$ cat config.mk
export PLATFORM = sky130hd
export DESIGN_NAME = aoc_config_reg
export DESIGN_NICKNAME = d
export VERILOG_FILES = /design/src/core/aoc_oc_retry.v /design/src/core/aoc_config_reg.v
export VERILOG_INCLUDE_DIRS = /design/src /design/src/core
export SDC_FILE = /design/constraint.sdc
export NUM_CORES = 1
export LEC_CHECK = 0
export ABC_AREA = 1
export BUFFER_PORTS_ARGS = -buffer_cell sky130_fd_sc_hd__buf_2
export CORE_UTILIZATION = 60
export CTS_BUF_LIST = sky130_fd_sc_hd__clkbuf_8
export DETAILED_ROUTE_END_ITERATION = 10
export PLACE_DENSITY = 0.75
export SYNTH_ARGS = -nofsm -noshare
export SYNTH_HDL_FRONTEND = slang
export SYNTH_HIERARCHICAL = 1
export SYNTH_SLANG_ARGS = --single-unit
$ cat constraint.sdc
create_clock -name clk -period 4.4 [get_ports clk]
set_input_delay 0.44 -clock clk [delete_from_list [all_inputs] [get_ports clk]]
set_output_delay 0.44 -clock clk [all_outputs]
set_load 0.02 [all_outputs]
$ cat src/core/aoc_map.vh
`ifndef AOC_MAP_VH
`define AOC_MAP_VH
// register indices, as carried in the command byte
`define AOC_ADDR_STATUS   7'h01
`define AOC_ADDR_IRQMASK  7'h02
`define AOC_ADDR_CONFIG   7'h03
`define AOC_ADDR_CONTROL  7'h04
`define AOC_ADDR_CHMODE   7'h05
`define AOC_ADDR_DATA0    7'h09
// configuration field positions
`define AOC_CFG_LATCH_HI  15
`define AOC_CFG_LATCH_LO  12
`define AOC_CFG_EDGE_HI   11
`define AOC_CFG_EDGE_LO   10
`define AOC_CFG_RSVD      9
`define AOC_CFG_REFSEL    8
`define AOC_CFG_TMO_HI    7
`define AOC_CFG_TMO_LO    4
`define AOC_CFG_TMOACT    3
`define AOC_CFG_TMOEN     2
`define AOC_CFG_OCRESP    1
`define AOC_CFG_CRCEN     0
`define AOC_CFG_RESET     16'h0001
// pin idle levels as seen by the synchronisers: load and select high, the rest low
`define AOC_SYNC_IDLE     8'h0c
// status, mask, control, channel-mode and data field positions
`define AOC_ST_OC_LO      8
`define AOC_ST_TMO        2
`define AOC_ST_CRC        0
`define AOC_MASK_TMO      2
`define AOC_CTL_LOAD_LO   12
`define AOC_PWR_LO        8
`define AOC_DATA_LO       4
// frame layout
`define AOC_FRAME_PLAIN   6'd24
`define AOC_FRAME_CRC     6'd32
`define AOC_CMD_READ      0
`define AOC_CRC_POLY      8'h07
// timing
`define AOC_CLK_MHZ       200
`define AOC_TMO_STEP_MS   100
`define AOC_RETRY_US      8000
`define AOC_RETRY_ON_US   400
`endif

$ cat src/core/aoc_oc_retry.v
`timescale 1ns/1ps
`include "aoc_map.vh"
module aoc_oc_retry #(
    parameter RETRY_CYC = `AOC_RETRY_US * `AOC_CLK_MHZ,
    parameter ON_CYC    = `AOC_RETRY_ON_US * `AOC_CLK_MHZ
) (
    input  wire clk,
    input  wire reset_n,
    input  wire softClr,
    input  wire autoMode,
    input  wire chanPower,
    input  wire fault,
    output reg  ampOn_r,
    output reg  trip_r
);
    localparam [2:0] ST_RUN  = 3'b001;
    localparam [2:0] ST_WAIT = 3'b010;
    localparam [2:0] ST_TRY  = 3'b100;

    reg [2:0]  state_r;
    reg [2:0]  state_nxt;
    reg [20:0] cnt_r;
    reg [20:0] cnt_nxt;
    reg        trip_nxt;

    ////////////////////////////////////////////////////////////////
    // shutdown and retry sequencing
    always @* begin
        state_nxt = state_r;
        cnt_nxt   = cnt_r + 21'h000001;
        trip_nxt  = 1'b0;
        case (state_r)
            ST_RUN: begin
                cnt_nxt = 21'h000000;
                if (chanPower && fault) begin
                    trip_nxt = 1'b1;
                    if (autoMode) begin
                        state_nxt = ST_WAIT;
                    end
                end
            end
            ST_WAIT: begin
                if (!chanPower || !autoMode) begin
                    state_nxt = ST_RUN;
                end else if (cnt_r == RETRY_CYC[20:0] - 21'h000001) begin
                    state_nxt = ST_TRY;
                    cnt_nxt   = 21'h000000;
                end
            end
            ST_TRY: begin
                if (!chanPower || !autoMode) begin
                    state_nxt = ST_RUN;
                end else if (cnt_r == ON_CYC[20:0] - 21'h000001) begin
                    // fault gone at end of window: stay powered
                    state_nxt = fault ? ST_WAIT : ST_RUN;
                    cnt_nxt   = 21'h000000;
                end
            end
            default: begin
                state_nxt = ST_RUN;
                cnt_nxt   = 21'h000000;
            end
        endcase
        if (softClr) begin
            state_nxt = ST_RUN;
            cnt_nxt   = 21'h000000;
            trip_nxt  = 1'b0;
        end
    end

    ////////////////////////////////////////////////////////////////
    // amplifier drops in the same edge that the fault is seen in ST_RUN; ST_TRY keeps it on to the end of the window
    always @(posedge clk or negedge reset_n) begin
        if (!reset_n) begin
            state_r <= ST_RUN;
            cnt_r   <= 21'h000000;
            trip_r  <= 1'b0;
            ampOn_r <= 1'b0;
        end else begin
            state_r <= state_nxt;
            cnt_r   <= cnt_nxt;
            trip_r  <= trip_nxt;
            ampOn_r <= (state_nxt == ST_TRY) ||
                       (state_nxt == ST_RUN && chanPower && !trip_nxt && !softClr);
        end
    end
endmodule

$ cat src/core/aoc_config_reg.v
`timescale 1ns/1ps
`include "aoc_map.vh"
module aoc_config_reg #(
    parameter TMO_STEP_CYC = `AOC_TMO_STEP_MS * 1000 * `AOC_CLK_MHZ,
    parameter RETRY_CYC    = `AOC_RETRY_US * `AOC_CLK_MHZ,
    parameter ON_CYC       = `AOC_RETRY_ON_US * `AOC_CLK_MHZ
) (
    input  wire        clk,
    input  wire        reset_n,
    input  wire        spiSclk,
    input  wire        spiCsN,
    input  wire        spiMosi,
    output reg         spiMiso_r,
    output reg         spiMisoOe_r,
    input  wire        extLoadN,
    input  wire [3:0]  ocDetect,
    output wire [3:0]  ampEnable,
    output reg  [47:0] dacCode_r,
    output reg  [15:0] config_r,
    output reg  [3:0]  chanPower_r,
    output reg  [3:0]  ocFlag_r,
    output reg         timeoutFlag_r
);
    // crc-8, msb first, zero start; shared by check and generate
    function [7:0] crc8;
        input [23:0] d;
        integer i;
        reg [7:0] c;
        begin
            c = 8'h00;
            for (i = 23; i >= 0; i = i - 1) begin
                c = {c[6:0], 1'b0} ^ ((c[7] ^ d[i]) ? `AOC_CRC_POLY : 8'h00);
            end
            crc8 = c;
        end
    endfunction

    ////////////////////////////////////////////////////////////////
    // two-flop synchronisers; stage b feeds logic, c finds edges
    reg [7:0] syncA_r;
    reg [7:0] syncB_r;
    reg [2:0] syncC_r;
    always @(posedge clk or negedge reset_n) begin
        if (!reset_n) begin
            // idle levels, so no false select, load or fault edge follows reset
            syncA_r <= `AOC_SYNC_IDLE;
            syncB_r <= `AOC_SYNC_IDLE;
            syncC_r <= 3'h6;
        end else begin
            syncA_r <= {ocDetect, extLoadN, spiCsN, spiMosi, spiSclk};
            syncB_r <= syncA_r;
            syncC_r <= {syncB_r[3], syncB_r[2], syncB_r[0]};
        end
    end
    wire [3:0] faultS  = syncB_r[7:4];
    wire       mosiS   = syncB_r[1];
    wire       sclkRise = syncB_r[0] & ~syncC_r[0];
    wire       sclkFall = ~syncB_r[0] & syncC_r[0];
    wire       csActive = ~syncB_r[2];
    wire       csRise   = syncB_r[2] & ~syncC_r[1];
    wire       pinLoad  = ~syncB_r[3] & syncC_r[2];  // falling edge of load pin

    ////////////////////////////////////////////////////////////////
    // frame receiver; shifting stops at the frame length
    wire       crcOn    = config_r[`AOC_CFG_CRCEN];
    wire [5:0] frameLen = crcOn ? `AOC_FRAME_CRC : `AOC_FRAME_PLAIN;
    reg  [5:0]  bitCnt_r;
    reg  [31:0] rxShift_r;
    reg  [31:0] txShift_r;
    wire [7:0]  cmdEarly = {rxShift_r[6:0], mosiS};
    wire [7:0]  cmdByte  = crcOn ? rxShift_r[31:24] : rxShift_r[23:16];
    wire [15:0] wData    = crcOn ? rxShift_r[23:8] : rxShift_r[15:0];
    wire        crcOk    = !crcOn || (crc8(rxShift_r[31:8]) == rxShift_r[7:0]);
    wire        frameOk  = csRise && (bitCnt_r >= frameLen);
    wire        doWrite  = frameOk && crcOk && !cmdByte[`AOC_CMD_READ];
    wire [6:0]  wAddr    = cmdByte[7:1];
    wire        readLoad = sclkRise && csActive && bitCnt_r == 6'd7 &&
                           cmdEarly[`AOC_CMD_READ];

    // read data selection
    reg [15:0] rData;
    reg        irqMask_r;
    reg        crcErr_r;
    reg [11:0] dataReg_r [0:3];
    always @* begin
        rData = 16'h0000;
        case (cmdEarly[7:1])
            `AOC_ADDR_STATUS:  begin
                rData[`AOC_ST_OC_LO+3:`AOC_ST_OC_LO] = ocFlag_r;
                rData[`AOC_ST_TMO] = timeoutFlag_r;
                rData[`AOC_ST_CRC] = crcErr_r;
            end
            `AOC_ADDR_IRQMASK: rData[`AOC_MASK_TMO] = irqMask_r;
            `AOC_ADDR_CONFIG:  rData = config_r;
            `AOC_ADDR_CHMODE:  rData[`AOC_PWR_LO+3:`AOC_PWR_LO] = chanPower_r;
            `AOC_ADDR_DATA0:   rData = {dataReg_r[0], 4'h0};
            `AOC_ADDR_DATA0 + 7'h01: rData = {dataReg_r[1], 4'h0};
            `AOC_ADDR_DATA0 + 7'h02: rData = {dataReg_r[2], 4'h0};
            `AOC_ADDR_DATA0 + 7'h03: rData = {dataReg_r[3], 4'h0};
            default:           rData = 16'h0000;
        endcase
    end

    // shift in on rising, out on falling clock edges
    always @(posedge clk or negedge reset_n) begin
        if (!reset_n) begin
            bitCnt_r    <= 6'd0;
            rxShift_r   <= 32'h00000000;
            txShift_r   <= 32'h00000000;
            spiMiso_r   <= 1'b0;
            spiMisoOe_r <= 1'b0;
        end else begin
            spiMisoOe_r <= csActive;
            if (!csActive) begin
                bitCnt_r  <= 6'd0;
                txShift_r <= 32'h00000000;
                spiMiso_r <= 1'b0;
            end else if (sclkRise) begin
                if (bitCnt_r < frameLen) begin
                    rxShift_r <= {rxShift_r[30:0], mosiS};
                    bitCnt_r  <= bitCnt_r + 6'd1;
                end
                if (readLoad) begin
                    txShift_r <= {rData, crc8({cmdEarly, rData}), 8'h00};
                end
            end else if (sclkFall && bitCnt_r >= 6'd8) begin
                spiMiso_r <= txShift_r[31];
                txShift_r <= {txShift_r[30:0], 1'b0};
            end
        end
    end

    ////////////////////////////////////////////////////////////////
    // inactivity timer, in 100 ms steps
    reg  [24:0] stepCnt_r;
    reg  [4:0]  steps_r;
    wire        cfgWrite   = doWrite && wAddr == `AOC_ADDR_CONFIG;
    wire        stepTick   = stepCnt_r == TMO_STEP_CYC[24:0] - 25'h0000001;
    wire [4:0]  stepLimit  = {1'b0, config_r[`AOC_CFG_TMO_HI:`AOC_CFG_TMO_LO]} + 5'd1;
    wire        tmoExpire  = config_r[`AOC_CFG_TMOEN] && stepTick &&
                             steps_r == stepLimit - 5'd1;
    wire        devClr     = tmoExpire && config_r[`AOC_CFG_TMOACT];
    always @(posedge clk or negedge reset_n) begin
        if (!reset_n) begin
            stepCnt_r <= 25'h0000000;
            steps_r   <= 5'd0;
        end else if (frameOk || cfgWrite || !config_r[`AOC_CFG_TMOEN] || tmoExpire) begin
            stepCnt_r <= 25'h0000000;
            steps_r   <= 5'd0;
        end else if (stepTick) begin
            stepCnt_r <= 25'h0000000;
            steps_r   <= steps_r + 5'd1;
        end else begin
            stepCnt_r <= stepCnt_r + 25'h0000001;
        end
    end

    ////////////////////////////////////////////////////////////////
    // overcurrent handlers, one per channel
    wire [3:0] trip;
    genvar g;
    generate
        for (g = 0; g < 4; g = g + 1) begin : gOc
            aoc_oc_retry #(
                .RETRY_CYC (RETRY_CYC),
                .ON_CYC    (ON_CYC)
            ) uRetry (
                .clk       (clk),
                .reset_n   (reset_n),
                .softClr   (devClr),
                .autoMode  (!config_r[`AOC_CFG_OCRESP]),
                .chanPower (chanPower_r[g]),
                .fault     (faultS[g]),
                .ampOn_r   (ampEnable[g]),
                .trip_r    (trip[g])
            );
        end
    endgenerate

    ////////////////////////////////////////////////////////////////
    // flags: a set wins over a status-read clear; the device clear wins over an oc or crc set
    wire statusRead = readLoad && cmdEarly[7:1] == `AOC_ADDR_STATUS;
    always @(posedge clk or negedge reset_n) begin
        if (!reset_n) begin
            timeoutFlag_r <= 1'b0;
            ocFlag_r      <= 4'h0;
            crcErr_r      <= 1'b0;
        end else begin
            timeoutFlag_r <= tmoExpire | (timeoutFlag_r & ~statusRead);
            ocFlag_r      <= devClr ? 4'h0 : trip | (ocFlag_r & {4{~statusRead}});
            crcErr_r      <= devClr ? 1'b0 :
                             (frameOk & ~crcOk) | (crcErr_r & ~statusRead);
        end
    end

    ////////////////////////////////////////////////////////////////
    // register writes and the time-out device clear
    integer ch;
    always @(posedge clk or negedge reset_n) begin
        if (!reset_n) begin
            config_r    <= `AOC_CFG_RESET;
            irqMask_r   <= 1'b0;
            chanPower_r <= 4'h0;
            dacCode_r   <= 48'h000000000000;
            for (ch = 0; ch < 4; ch = ch + 1) begin
                dataReg_r[ch] <= 12'h000;
            end
        end else if (devClr) begin
            // mask, crc enable and reference survive the clear
            config_r    <= config_r & ((16'h0001 << `AOC_CFG_CRCEN) |
                                       (16'h0001 << `AOC_CFG_REFSEL));
            chanPower_r <= 4'h0;
            dacCode_r   <= 48'h000000000000;
            for (ch = 0; ch < 4; ch = ch + 1) begin
                dataReg_r[ch] <= 12'h000;
            end
        end else begin
            if (cfgWrite) begin
                config_r <= wData & ~(16'h0001 << `AOC_CFG_RSVD);
            end
            if (doWrite && wAddr == `AOC_ADDR_IRQMASK) begin
                irqMask_r <= wData[`AOC_MASK_TMO];
            end
            if (doWrite && wAddr == `AOC_ADDR_CHMODE) begin
                chanPower_r <= wData[`AOC_PWR_LO+3:`AOC_PWR_LO];
            end
            for (ch = 0; ch < 4; ch = ch + 1) begin
                // host mode trip drops the power bit, overriding a write
                if (trip[ch] && config_r[`AOC_CFG_OCRESP]) begin
                    chanPower_r[ch] <= 1'b0;
                end
                if (doWrite && wAddr == `AOC_ADDR_DATA0 + ch[6:0]) begin
                    dataReg_r[ch] <= wData[15:`AOC_DATA_LO];
                    if (config_r[`AOC_CFG_LATCH_LO + ch]) begin
                        dacCode_r[ch*12 +: 12] <= wData[15:`AOC_DATA_LO];
                    end
                end
                // load strobes exist only for the frame that carries them
                if (!config_r[`AOC_CFG_LATCH_LO + ch] &&
                    (pinLoad || (doWrite && wAddr == `AOC_ADDR_CONTROL &&
                                 wData[`AOC_CTL_LOAD_LO + ch]))) begin
                    dacCode_r[ch*12 +: 12] <= dataReg_r[ch];
                end
            end
        end
    end
endmodule

==> impl_metrics.ini, run 1 <==
[outcome]
status = finished clean

[floorplan]
die_area_um2 = 33240
fp.coreArea_um2 = 31800
boundaryPins = 89
fp.dieW_um = 182.3
die_h_um = 182.3
rows = 65
initial_core_util_pct = 61.36

[synth]
synthDistinctLibCells = 58
synthSimpleGateAreaFrac_pct = 33.29
synth_async_sr_flop_share_pct = 100.0
synth.area.top_cells = dfrtp_1 42%, nand2_1 14%, nand3_1 6.0%
syn_avg_cell_area_um2 = 7.592
ys_seq_area_share_pct = 43.55
syn-cell-area_um2 = 19510
yosys_warnings = 6
synthFlopType = dfrtp_1
synth-edff-count = 0
syn_nets = 2596
synth_top_area_share_pct = 42.07
synth_top_family_by_area = simple AND/OR/NAND/NOR gates
synthCells = 2570
synth-seq-cells = 339
synth_top_cell_by_area = dfrtp_1
synthXorXnorAreaFrac_pct = 6.368
synth_compound_area_share_pct = 7.182
synthAdderAreaFrac_pct = 1.026
synth_mux_area_share_pct = 0.05130

[critical_path]
cp.arrival_ns = 4.44
cp_slowest_cell = dfrtp_1
crit_top_cell = nand2_1
crit_required_ns = 4.96
crit_path_end_kind = register
cp_max_fo = 13
critPathKind = reg -> reg
worst_path_largest_cell_delay_ns = 0.45
startpoint_type = register

[clocking]
cts_buffers = 55
clk_latency_ns = 0.67
clkSlewWorstSetupHoldPaths_ns = 0.06
post_cts_buffers = 0
cts_tree = built
h-tree-depth = 2
clock_path_buffers = 3
clock_sinks = 339
cts_root_buf = clkbuf_8

[route]
viasPerCell = 5.528
dr.pass1.iters = 6
wire_per_inst_um = 16.20
postRouteAntennaNets = 0
wirelength_um = 51210
via_count = 17470
drt_first_iter_violations = 1678
drc = 0

[cells_and_area]
fin_nets = 2709
multi_input_area_um2 = 9363
finalNonFillerCells = 3161
final-seq-area_um2 = 8497
syn_to_final_growth_pct = 10.41
drive_above_1_share_pct = 12.44
finish.instance_area_um2 = 21540
diodes = 0
final_common_cell = nand2_1
num-fill-cells = 2724
layout_common_cells = 717 x nand2_1, 328 x dfrtp_1, 327 x inv_1, 272 x nor2_1, 232 x nand3_1

[timing]
setup_viol_count_final = 0
finalCritPeriodShare_pct = 88.28
min_period_ns = 3.884
maxSlewHeadroom_pct = 32.08
tns_ns = 0
max_freq_ghz = 0.2574
fin_skew_ns = 0.06825
fin_ws_ns = 0.5156
maxSlewViolCount = 0
worst_slew_pin_slew_ns = 1.019
hold_violations = 0
rsz0062_at_grt = no

[global_route]
grt.busiest_layer = met2
use_met1_pct = 42.23
grt_pass1_vias = 16590
grt_util_met2_pct = 50.93
grt_overflow = 0
grt_util_all_layers_pct = 31.63
grt_use_met3_pct = 6.745
grt_max_degree = 139
antenna_found_initial = 0
grt_pass1_wl_um = 83930

[power_and_ir_drop]
ir_drop_v = 0.0003984
power_density_nw_per_um2 = 376.8
p_leak_nw = 10.64

[placed_design]
place_area_um2 = 20320
port_buffers = 87
gp_congestion = 1.002
dp_cells = 3052
dp_hpwl_um = 37650
dp_slack_ns = 0.6318

[min_path]
min-delay-path-class = reg -> reg

[job]
max_cap_viol_count = 0
-- power breakdown --
| part | switching (W) | total, W | internal, W |
|---|---|---|---|
| Sequential | 0.0000809 | 0.00329 | 0.00321 |
| Combinational | 0.00139 | 0.00204 | 0.000654 |
| Clock | 0.00128 | 0.00279 | 0.00151 |
-- worst paths after layout --
kind	startpoint	to	slack [ns]	cells past startpoint
max in group asynchronous	reset_n	syncA_r[2]$_DFF_PN1_	2.71	3
hold reg to reg	syncA_r[1]$_DFF_PN0_	syncB_r[1]$_DFF_PN0_	0.34	0
setup / recovery	rxShift_r[20]$_DFFE_PN0P_	dacCode_r[41]$_DFFE_PN0P_	0.52	26
min in group asynchronous	reset_n	dataReg_r[9]$_DFFE_PN0P_	0.56	2
setup reg to reg	rxShift_r[20]$_DFFE_PN0P_	dacCode_r[41]$_DFFE_PN0P_	0.52	26
hold / removal	syncA_r[1]$_DFF_PN0_	syncB_r[1]$_DFF_PN0_	0.34	0
-- critical path: cells and delay by family (launching register included) --
kind                   cells  cell delay (ns)
buffers and inverters      3             0.33
AO/OA/AOI/OAI              1             0.15
flip-flops                 1             0.45
AND/OR/NAND/NOR           22             2.85
-- kinds of logic (layout without fill, tap and decap cells) --
group,Yosys count,count (layout)
AND/OR/NAND/NOR,1448,1448
buffers and inverters,396,552
flip-flops,339,339
AO/OA/AOI/OAI,234,234
XOR/XNOR,135,135
adder cells (fa/ha/maj),16,16
other,1,1
multiplexers,1,1
-- sequential cells by signal, summed over array words and instances, names as in the netlist, 5 cells and up --
name                cells
syncB_r                 8
rxShift_r              32
stepCnt_r              25
syncA_r                 8
gOc.uRetry/cnt_r       84
gOc.uRetry/state_r     12
txShift_r              24
steps_r                 5
bitCnt_r                6
config_r               15
dataReg_r              48
dacCode_r              48
-- cell type report --
type	count	share of cell area (%)
sequential	339	39.44
tap	435	2.527
clock buffer	68	4.345
inverter	327	5.698
multi-input combinational	1835	43.46
clock inverter	32	0.9119
timing repair buffer	125	3.613
-- per-stage QoR --
stage	hold slack (ns)	utilization, %	power, W
final	0.3417	67.74	0.008117
after detailed placement	0.3387	63.90	0.005331
after global placement	0.3350	63.90	0.005295
after CTS	0.3349	67.74	0.008145
after floorplan	0.1444	-	0.004873
after global routing	0.3363	67.74	0.008558
-- per-layer routing --
metal / up-vias / wire, um
li1: 8472 / -
met4: 0 / 1678
met3: 125 / 4154
met1: 8245 / 21830
met5: - / 0
met2: 632 / 23540
-- Yosys cell counts (5+ instances only) --
cell type	count
nand2_1	718
dfrtp_1	328
inv_1	304
nor2_1	273
nand3_1	232
xor2_1	101
o21ai_0	82
o22ai_1	71
nand4_1	58
nor3_1	48
a21oi_1	35
nand2_2	34
clkbuf_1	30
xnor2_1	26
nor2_2	24
inv_2	21
buf_2	18
ha_1	16
buf_6	14
nand3_2	13
nor4_1	12
dfstp_2	11
nor2_4	9
o211ai_1	8
xor2_2	8
nand2_4	6
nand3_4	5
o311ai_0	5
-- timing repair --
item	in CTS	in global routing
gates resized for setup	0	0
endpoints found under the hold margin	86	0
hold buffers	9	0
Note: power is estimated with default switching activity, not from simulation.
==> run 2, diff against run 1 <==
--- a/config.mk
+++ b/config.mk
@@ -6,7 +6,6 @@
 export SDC_FILE = /design/constraint.sdc
 export NUM_CORES = 1
 export LEC_CHECK = 0
-export ABC_AREA = 1
 export BUFFER_PORTS_ARGS = -buffer_cell sky130_fd_sc_hd__buf_2
 export CORE_UTILIZATION = 60
 export CTS_BUF_LIST = sky130_fd_sc_hd__clkbuf_8
==> run 2 against run 1 <==
Clock power down 2%; synthesized cell count is 29% lower; core utilization is 0.82 points lower; final cell count decreased by 26%; sequential power is 1% lower; cell area fell by 2.2%; hold slack lost 0.0023 ns; fmax is 0.74% lower; total power fell by 10%; die area down 1.9%; largest power group unchanged; highest routed layer unchanged.
==> impl_metrics.ini, run 2 <==
[cells_and_area]
top_regs = gOc.uRetry/cnt_r: 84 flops, dacCode_r: 48 flops, dataReg_r: 48 flops
layout_common_cells = 328 x dfrtp_1, 169 x nor2_1, 99 x xnor2_1, 87 x nand2_1, 86 x buf_2
final-seq-area_um2 = 8497
drive_above_1_share_pct = 18.85
utilization_pct = 66.92
fin_nets = 1916
multi_input_area_um2 = 9814
num-fill-cells = 2434
finalNonFillerCells = 2338
syn_to_final_growth_pct = 10.10
top_register = gOc.uRetry/cnt_r
diodes = 0
largest_reg_flops = 84
final_common_cell = dfrtp_1

[route]
viasPerCell = 6.420
drt_first_iter_violations = 1416
wire_per_inst_um = 21.48
drc = 0
postRouteAntennaNets = 0
via_count = 15010
dr.pass1.iters = 8
wirelength_um = 50220

[global_route]
antenna_found_initial = 0
grt_overflow = 0
grt_pass1_wl_um = 81250
grt_util_all_layers_pct = 31.29
use_met1_pct = 43.40
grt_max_degree = 115
grt_util_met2_pct = 49.12
grt_use_met3_pct = 5.073
grt.busiest_layer = met2
grt_pass1_vias = 14710

[clocking]
clk_latency_ns = 0.60
cts_root_buf = clkbuf_8
clock_path_buffers = 3
clock_sinks = 339
post_cts_buffers = 0
clkSlewWorstSetupHoldPaths_ns = 0.07
cts_buffers = 54
cts_tree = built
h-tree-depth = 2

[synth]
synth_top_area_share_pct = 42.90
synth-edff-count = 0
synth_top_cell_by_area = dfrtp_1
synth_async_sr_flop_share_pct = 100.0
synthDistinctLibCells = 99
synth-seq-cells = 339
yosys_warnings = 6
synth.area.top_cells = dfrtp_1 43%, xnor2_1 4.5%, nor2_1 3.3%
synth_most_common_cell = dfrtp_1
ys_seq_area_share_pct = 44.41
syn_avg_cell_area_um2 = 10.55
syn_nets = 1840
synth_common_cells = 328 x dfrtp_1, 169 x nor2_1, 99 x xnor2_1
syn-cell-area_um2 = 19130
synthFlopType = dfrtp_1
synthCells = 1814

[power_and_ir_drop]
seqPwrFrac_pct = 44.7
combPwrFrac_pct = 17.8
cell_internal_pwr_w = 0.005267
p_leak_nw = 9.256
total_power_w = 0.007283
clkPwrFrac_pct = 37.5
power.switching_w = 0.002016
sw_frac_of_total_pct = 27.68
power_density_nw_per_um2 = 345.8
ir_drop_v = 0.0002484

[timing]
rsz0062_at_grt = no
maxSlewHeadroom_pct = 19.57
setup_viol_count_final = 0
worst_slew_pin_slew_ns = 1.173
tns_ns = 0
maxSlewViolCount = 0
fin_skew_ns = 0.03546
max_freq_ghz = 0.2555
finalCritPeriodShare_pct = 88.94
min_period_ns = 3.914
hold_violations = 0
holdWs_ns = 0.3394

[floorplan]
die_area_um2 = 32600
initial_core_util_pct = 60.78
fp.coreArea_um2 = 31470
rows = 65
boundaryPins = 89
die_h_um = 180.6
fp.dieW_um = 180.6

[placed_design]
dp_cells = 2227
dp_hpwl_um = 35170
port_buffers = 87
gp_congestion = 0.9659

[critical_path]
startpoint_type = register
crit_required_ns = 4.88
critPathKind = reg -> reg
crit_path_end_kind = register
cp.arrival_ns = 4.39
cp_max_fo = 12

[job]
max_cap_viol_count = 0

[outcome]
status = finished clean

[min_path]
min-delay-path-class = reg -> reg
==> run 2: cell count changes after synthesis, moves of 41 or more <==
cell      change
o21ai_0      -53
a211oi_2     +45
mux2i_1      +51
nand2_1     -631
xnor2_1      +73
nor2_1      -104
nand3_1     -152
clkbuf_1     +41
inv_1       -245
o22ai_1      -59
==> run 2: final timing paths <==
| check | slack (ns) | end | cells past startpoint | start |
|---|---|---|---|---|
| max | 0.49 | dacCode_r[16]$_DFFE_PN0P_ | 9 | rxShift_r[28]$_DFFE_PN0P_ |
| min reg2reg | 0.34 | syncB_r[5]$_DFF_PN0_ | 0 | syncA_r[5]$_DFF_PN0_ |
| max in group asynchronous | 2.78 | dataReg_r[4]$_DFFE_PN0P_ | 3 | reset_n |
| min | 0.34 | syncB_r[5]$_DFF_PN0_ | 0 | syncA_r[5]$_DFF_PN0_ |
| min in group asynchronous | 0.48 | txShift_r[16]$_DFFE_PN0P_ | 2 | reset_n |
| max reg2reg | 0.49 | dacCode_r[16]$_DFFE_PN0P_ | 9 | rxShift_r[28]$_DFFE_PN0P_ |
==> run 2: cell families (layout without fill, tap and decap cells) <==
kind of cell	Yosys count	after routing	synth area share [%]
other	1	1	0.01960
AO/OA/AOI/OAI	371	371	15.85
multiplexers	90	90	4.957
buffers and inverters	182	304	4.343
flip-flops	339	339	44.41
AND/OR/NAND/NOR	622	622	18.46
adder cells (fa/ha/maj)	16	16	1.046
XOR/XNOR	193	193	10.92
==> run 2: worst max-delay path: stages, from the launching register on <==
cell and delay (ns):
dfrtp_1 0.47, xor2_1 0.41, xnor3_1 0.38, xnor3_1 0.38, or3_1 0.42, and2_4 0.20
o41ai_4 0.56, nand3_2 0.15, a22o_1 0.40, a221o_1 0.41
==> run 2: what timing repair did <==
| item | in CTS | in global routing |
|---|---|---|
| hold endpoints to repair | 98 | 0 |
| endpoints found under the setup margin | 0 | 0 |
| hold buffers | 9 | 0 |
| gates resized for setup | 0 | 0 |
==> run 2: stage by stage <==
step	worst slack, ns	instance area [um^2]
after floorplan	0.8770	19130
after global placement	0.6162	19850
after detailed placement	0.5523	19850
after CTS	0.5396	21060
after global routing	0.2848	21060
final	0.4865	21060
==> run 2: per-layer routing <==
layer	wire (um)	up-vias	share of wire (%)
met5	0	-	0
met4	1968	0	3.9
met3	3328	119	6.6
met2	23280	564	46
met1	21640	7460	43
li1	-	6867	-
==> run 2: power groups by stage <==
stage | clock network, W | registers [W] | logic (W)
2_1_floorplan | 0 | 0.00327 | 0.00100
3_3_place_gp | 0 | 0.00330 | 0.00126
3_5_place_dp | 0 | 0.00331 | 0.00128
4_1_cts | 0.00277 | 0.00325 | 0.00129
5_1_grt | 0.00291 | 0.00326 | 0.00139
6_report | 0.00273 | 0.00325 | 0.00130
==> run 2: area by class of cell <==
cell class                      count  share of cell area [%]
Multi-Input combinational cell   1293                   46.60
Clock inverter                     33                  0.8019
Tap cell                          402                   2.388
Timing Repair Buffer              141                   4.265
Clock buffer                       69                   4.509
Sequential cell                   339                   40.34
Inverter                           61                   1.099
==> run 3, diff against run 2 <==
--- a/config.mk
+++ b/config.mk
@@ -7,6 +7,7 @@
 export NUM_CORES = 1
 export LEC_CHECK = 0
 export BUFFER_PORTS_ARGS = -buffer_cell sky130_fd_sc_hd__buf_2
+export CAP_MARGIN = 20
 export CORE_UTILIZATION = 60
 export CTS_BUF_LIST = sky130_fd_sc_hd__clkbuf_8
 export DETAILED_ROUTE_END_ITERATION = 10
==> constraint.sdc (replaced) <==
create_clock -name clk -period 4.6 [get_ports clk]
set_input_delay 0.46 -clock clk [delete_from_list [all_inputs] [get_ports clk]]
set_output_delay 0.46 -clock clk [all_outputs]
set_load 0.02 [all_outputs]
==> run 3 against run 2 <==
Sequential power down 4%; sequential share of layout area shrank 0.39 points; clock skew grew 0.0086 ns; die area unchanged; register-to-register slack improved by 0.09 ns; total power grew 1.5%; final cell count is essentially flat; critical path type unchanged.
==> impl_metrics.ini, run 3 (same netlist as run 2, synthesis figures left out) <==
[timing]
max_freq_ghz = 0.2485
setup_viol_count_final = 0
finalCritPeriodShare_pct = 87.48
maxSlewHeadroom_pct = 18.71
maxSlewViolCount = 0
worst_slew_pin_slew_ns = 1.185
min_period_ns = 4.024
rsz0062_at_grt = no
holdWs_ns = 0.3413
tns_ns = 0
hold_violations = 0
fin_skew_ns = 0.04407

[floorplan]
rows = 65
die_h_um = 180.6
initial_core_util_pct = 60.78
fp.dieW_um = 180.6
boundaryPins = 89
fp.coreArea_um2 = 31470
die_area_um2 = 32600

[cells_and_area]
final_common_cell = dfrtp_1
top_register = gOc.uRetry/cnt_r
drive_above_1_share_pct = 19.34
diodes = 0
num-fill-cells = 2490
top_regs = gOc.uRetry/cnt_r: 84 flops, dacCode_r: 48 flops, dataReg_r: 48 flops
syn_to_final_growth_pct = 11.18
largest_reg_flops = 84
layout_common_cells = 328 x dfrtp_1, 169 x nor2_1, 99 x xnor2_1, 87 x nand2_1, 86 x buf_2
fin_nets = 1915
multi_input_area_um2 = 9814
final-seq-area_um2 = 8497
utilization_pct = 67.58

[clocking]
cts-resized-gates = 0
clk_latency_ns = 0.61
clock_path_buffers = 3
clkSlewWorstSetupHoldPaths_ns = 0.06
cts_root_buf = clkbuf_8
post_cts_buffers = 0
h-tree-depth = 2
cts_tree = built
cts_buffers = 56
clock_sinks = 339
hold_buffers = 9

[route]
wl_met2_um = 23220
wirelength_um = 49950
postRouteAntennaNets = 0
met1_length_um = 21190
drc = 0
via_count = 15020
drt_first_iter_violations = 1409
viasPerCell = 6.432
dr.pass1.iters = 8
wire_per_inst_um = 21.38
met3_length_um = 3940
highest_layer = met4

[critical_path]
cp_max_fo = 12
cp.arrival_ns = 4.49
crit_required_ns = 5.06
crit_path_end_kind = register
critPathKind = reg -> reg
startpoint_type = register

[global_route]
grt_pass1_vias = 14380
antenna_found_initial = 0
grt_util_all_layers_pct = 30.77
grt_pass1_wl_um = 79750
grt_overflow = 0
grt_max_degree = 128

[power_and_ir_drop]
power_density_nw_per_um2 = 347.4
ir_drop_v = 0.0002674
p_leak_nw = 9.301

[min_path]
min-delay-path-class = reg -> reg

[outcome]
status = finished clean

[placed_design]
gp_congestion = 1.008
port_buffers = 87
dp_hpwl_um = 34580

[job]
max_cap_viol_count = 0
run 3: per-stage QoR:
step	setup WS (ns)	area (um^2)	total power (W)	instances
3_3_place_gp	0.7720	19830	0.004383	2221
6_report	0.5761	21270	0.007389	2336
5_1_grt	0.3425	21270	0.007660	2336
4_1_cts	0.6972	21240	0.007433	2333
3_5_place_dp	0.7163	19830	0.004393	2221
2_1_floorplan	1.077	19130	0.004088	1814
run 3: worst max-delay path, stage by stage, from the launching register on:
cell and delay [ns]:
dfrtp_1 0.50, inv_1 0.13, ha_1 0.29, and4b_1 0.38, a222oi_1 0.92, xor3_1 0.50, xnor2_1 0.32, xnor3_1 0.42
xnor2_1 0.14, a221oi_1 0.23, nor2_1 0.06
run 3: power by group:
part	switching (W)	total, W	leakage, nW	internal, W
combinational	0.000659	0.00125	3.94	0.000594
sequential	0.0000724	0.00311	4.64	0.00304
clock	0.00124	0.00302	0.724	0.00178
total	0.00197	0.00739	9.30	0.00542
run 3: area by class of cell:
cell class                 instances  area share [%]
clock buffer                      78           5.047
tap                              402           2.365
sequential                       339           39.95
clock inverter                    25           1.135
timing repair buffer             138           4.271
inverter                          61           1.088
multi-input combinational       1293           46.14
run 3: metal layers:
layer	global-route usage [%]	vias up
met5	0	-
met2	48.68	618
met1	42.99	7412
li1	-	6871
met3	5.032	123
met4	11.01	0
run 3: final timing paths:
path,startpoint,end,slack (ns),depth (start not counted)
max reg2reg,rxShift_r[4]$_DFFE_PN0P_,txShift_r[10]$_DFFE_PN0P_,0.58,10
min in group asynchronous,reset_n,rxShift_r[30]$_DFFE_PN0P_,0.39,2
max in group asynchronous,reset_n,gOc[1].uRetry/cnt_r[11]$_DFF_PN0_,3.10,3
min reg2reg,syncA_r[1]$_DFF_PN0_,syncB_r[1]$_DFF_PN0_,0.34,0
max,rxShift_r[4]$_DFFE_PN0P_,txShift_r[10]$_DFFE_PN0P_,0.58,10
min,syncA_r[1]$_DFF_PN0_,syncB_r[1]$_DFF_PN0_,0.34,0
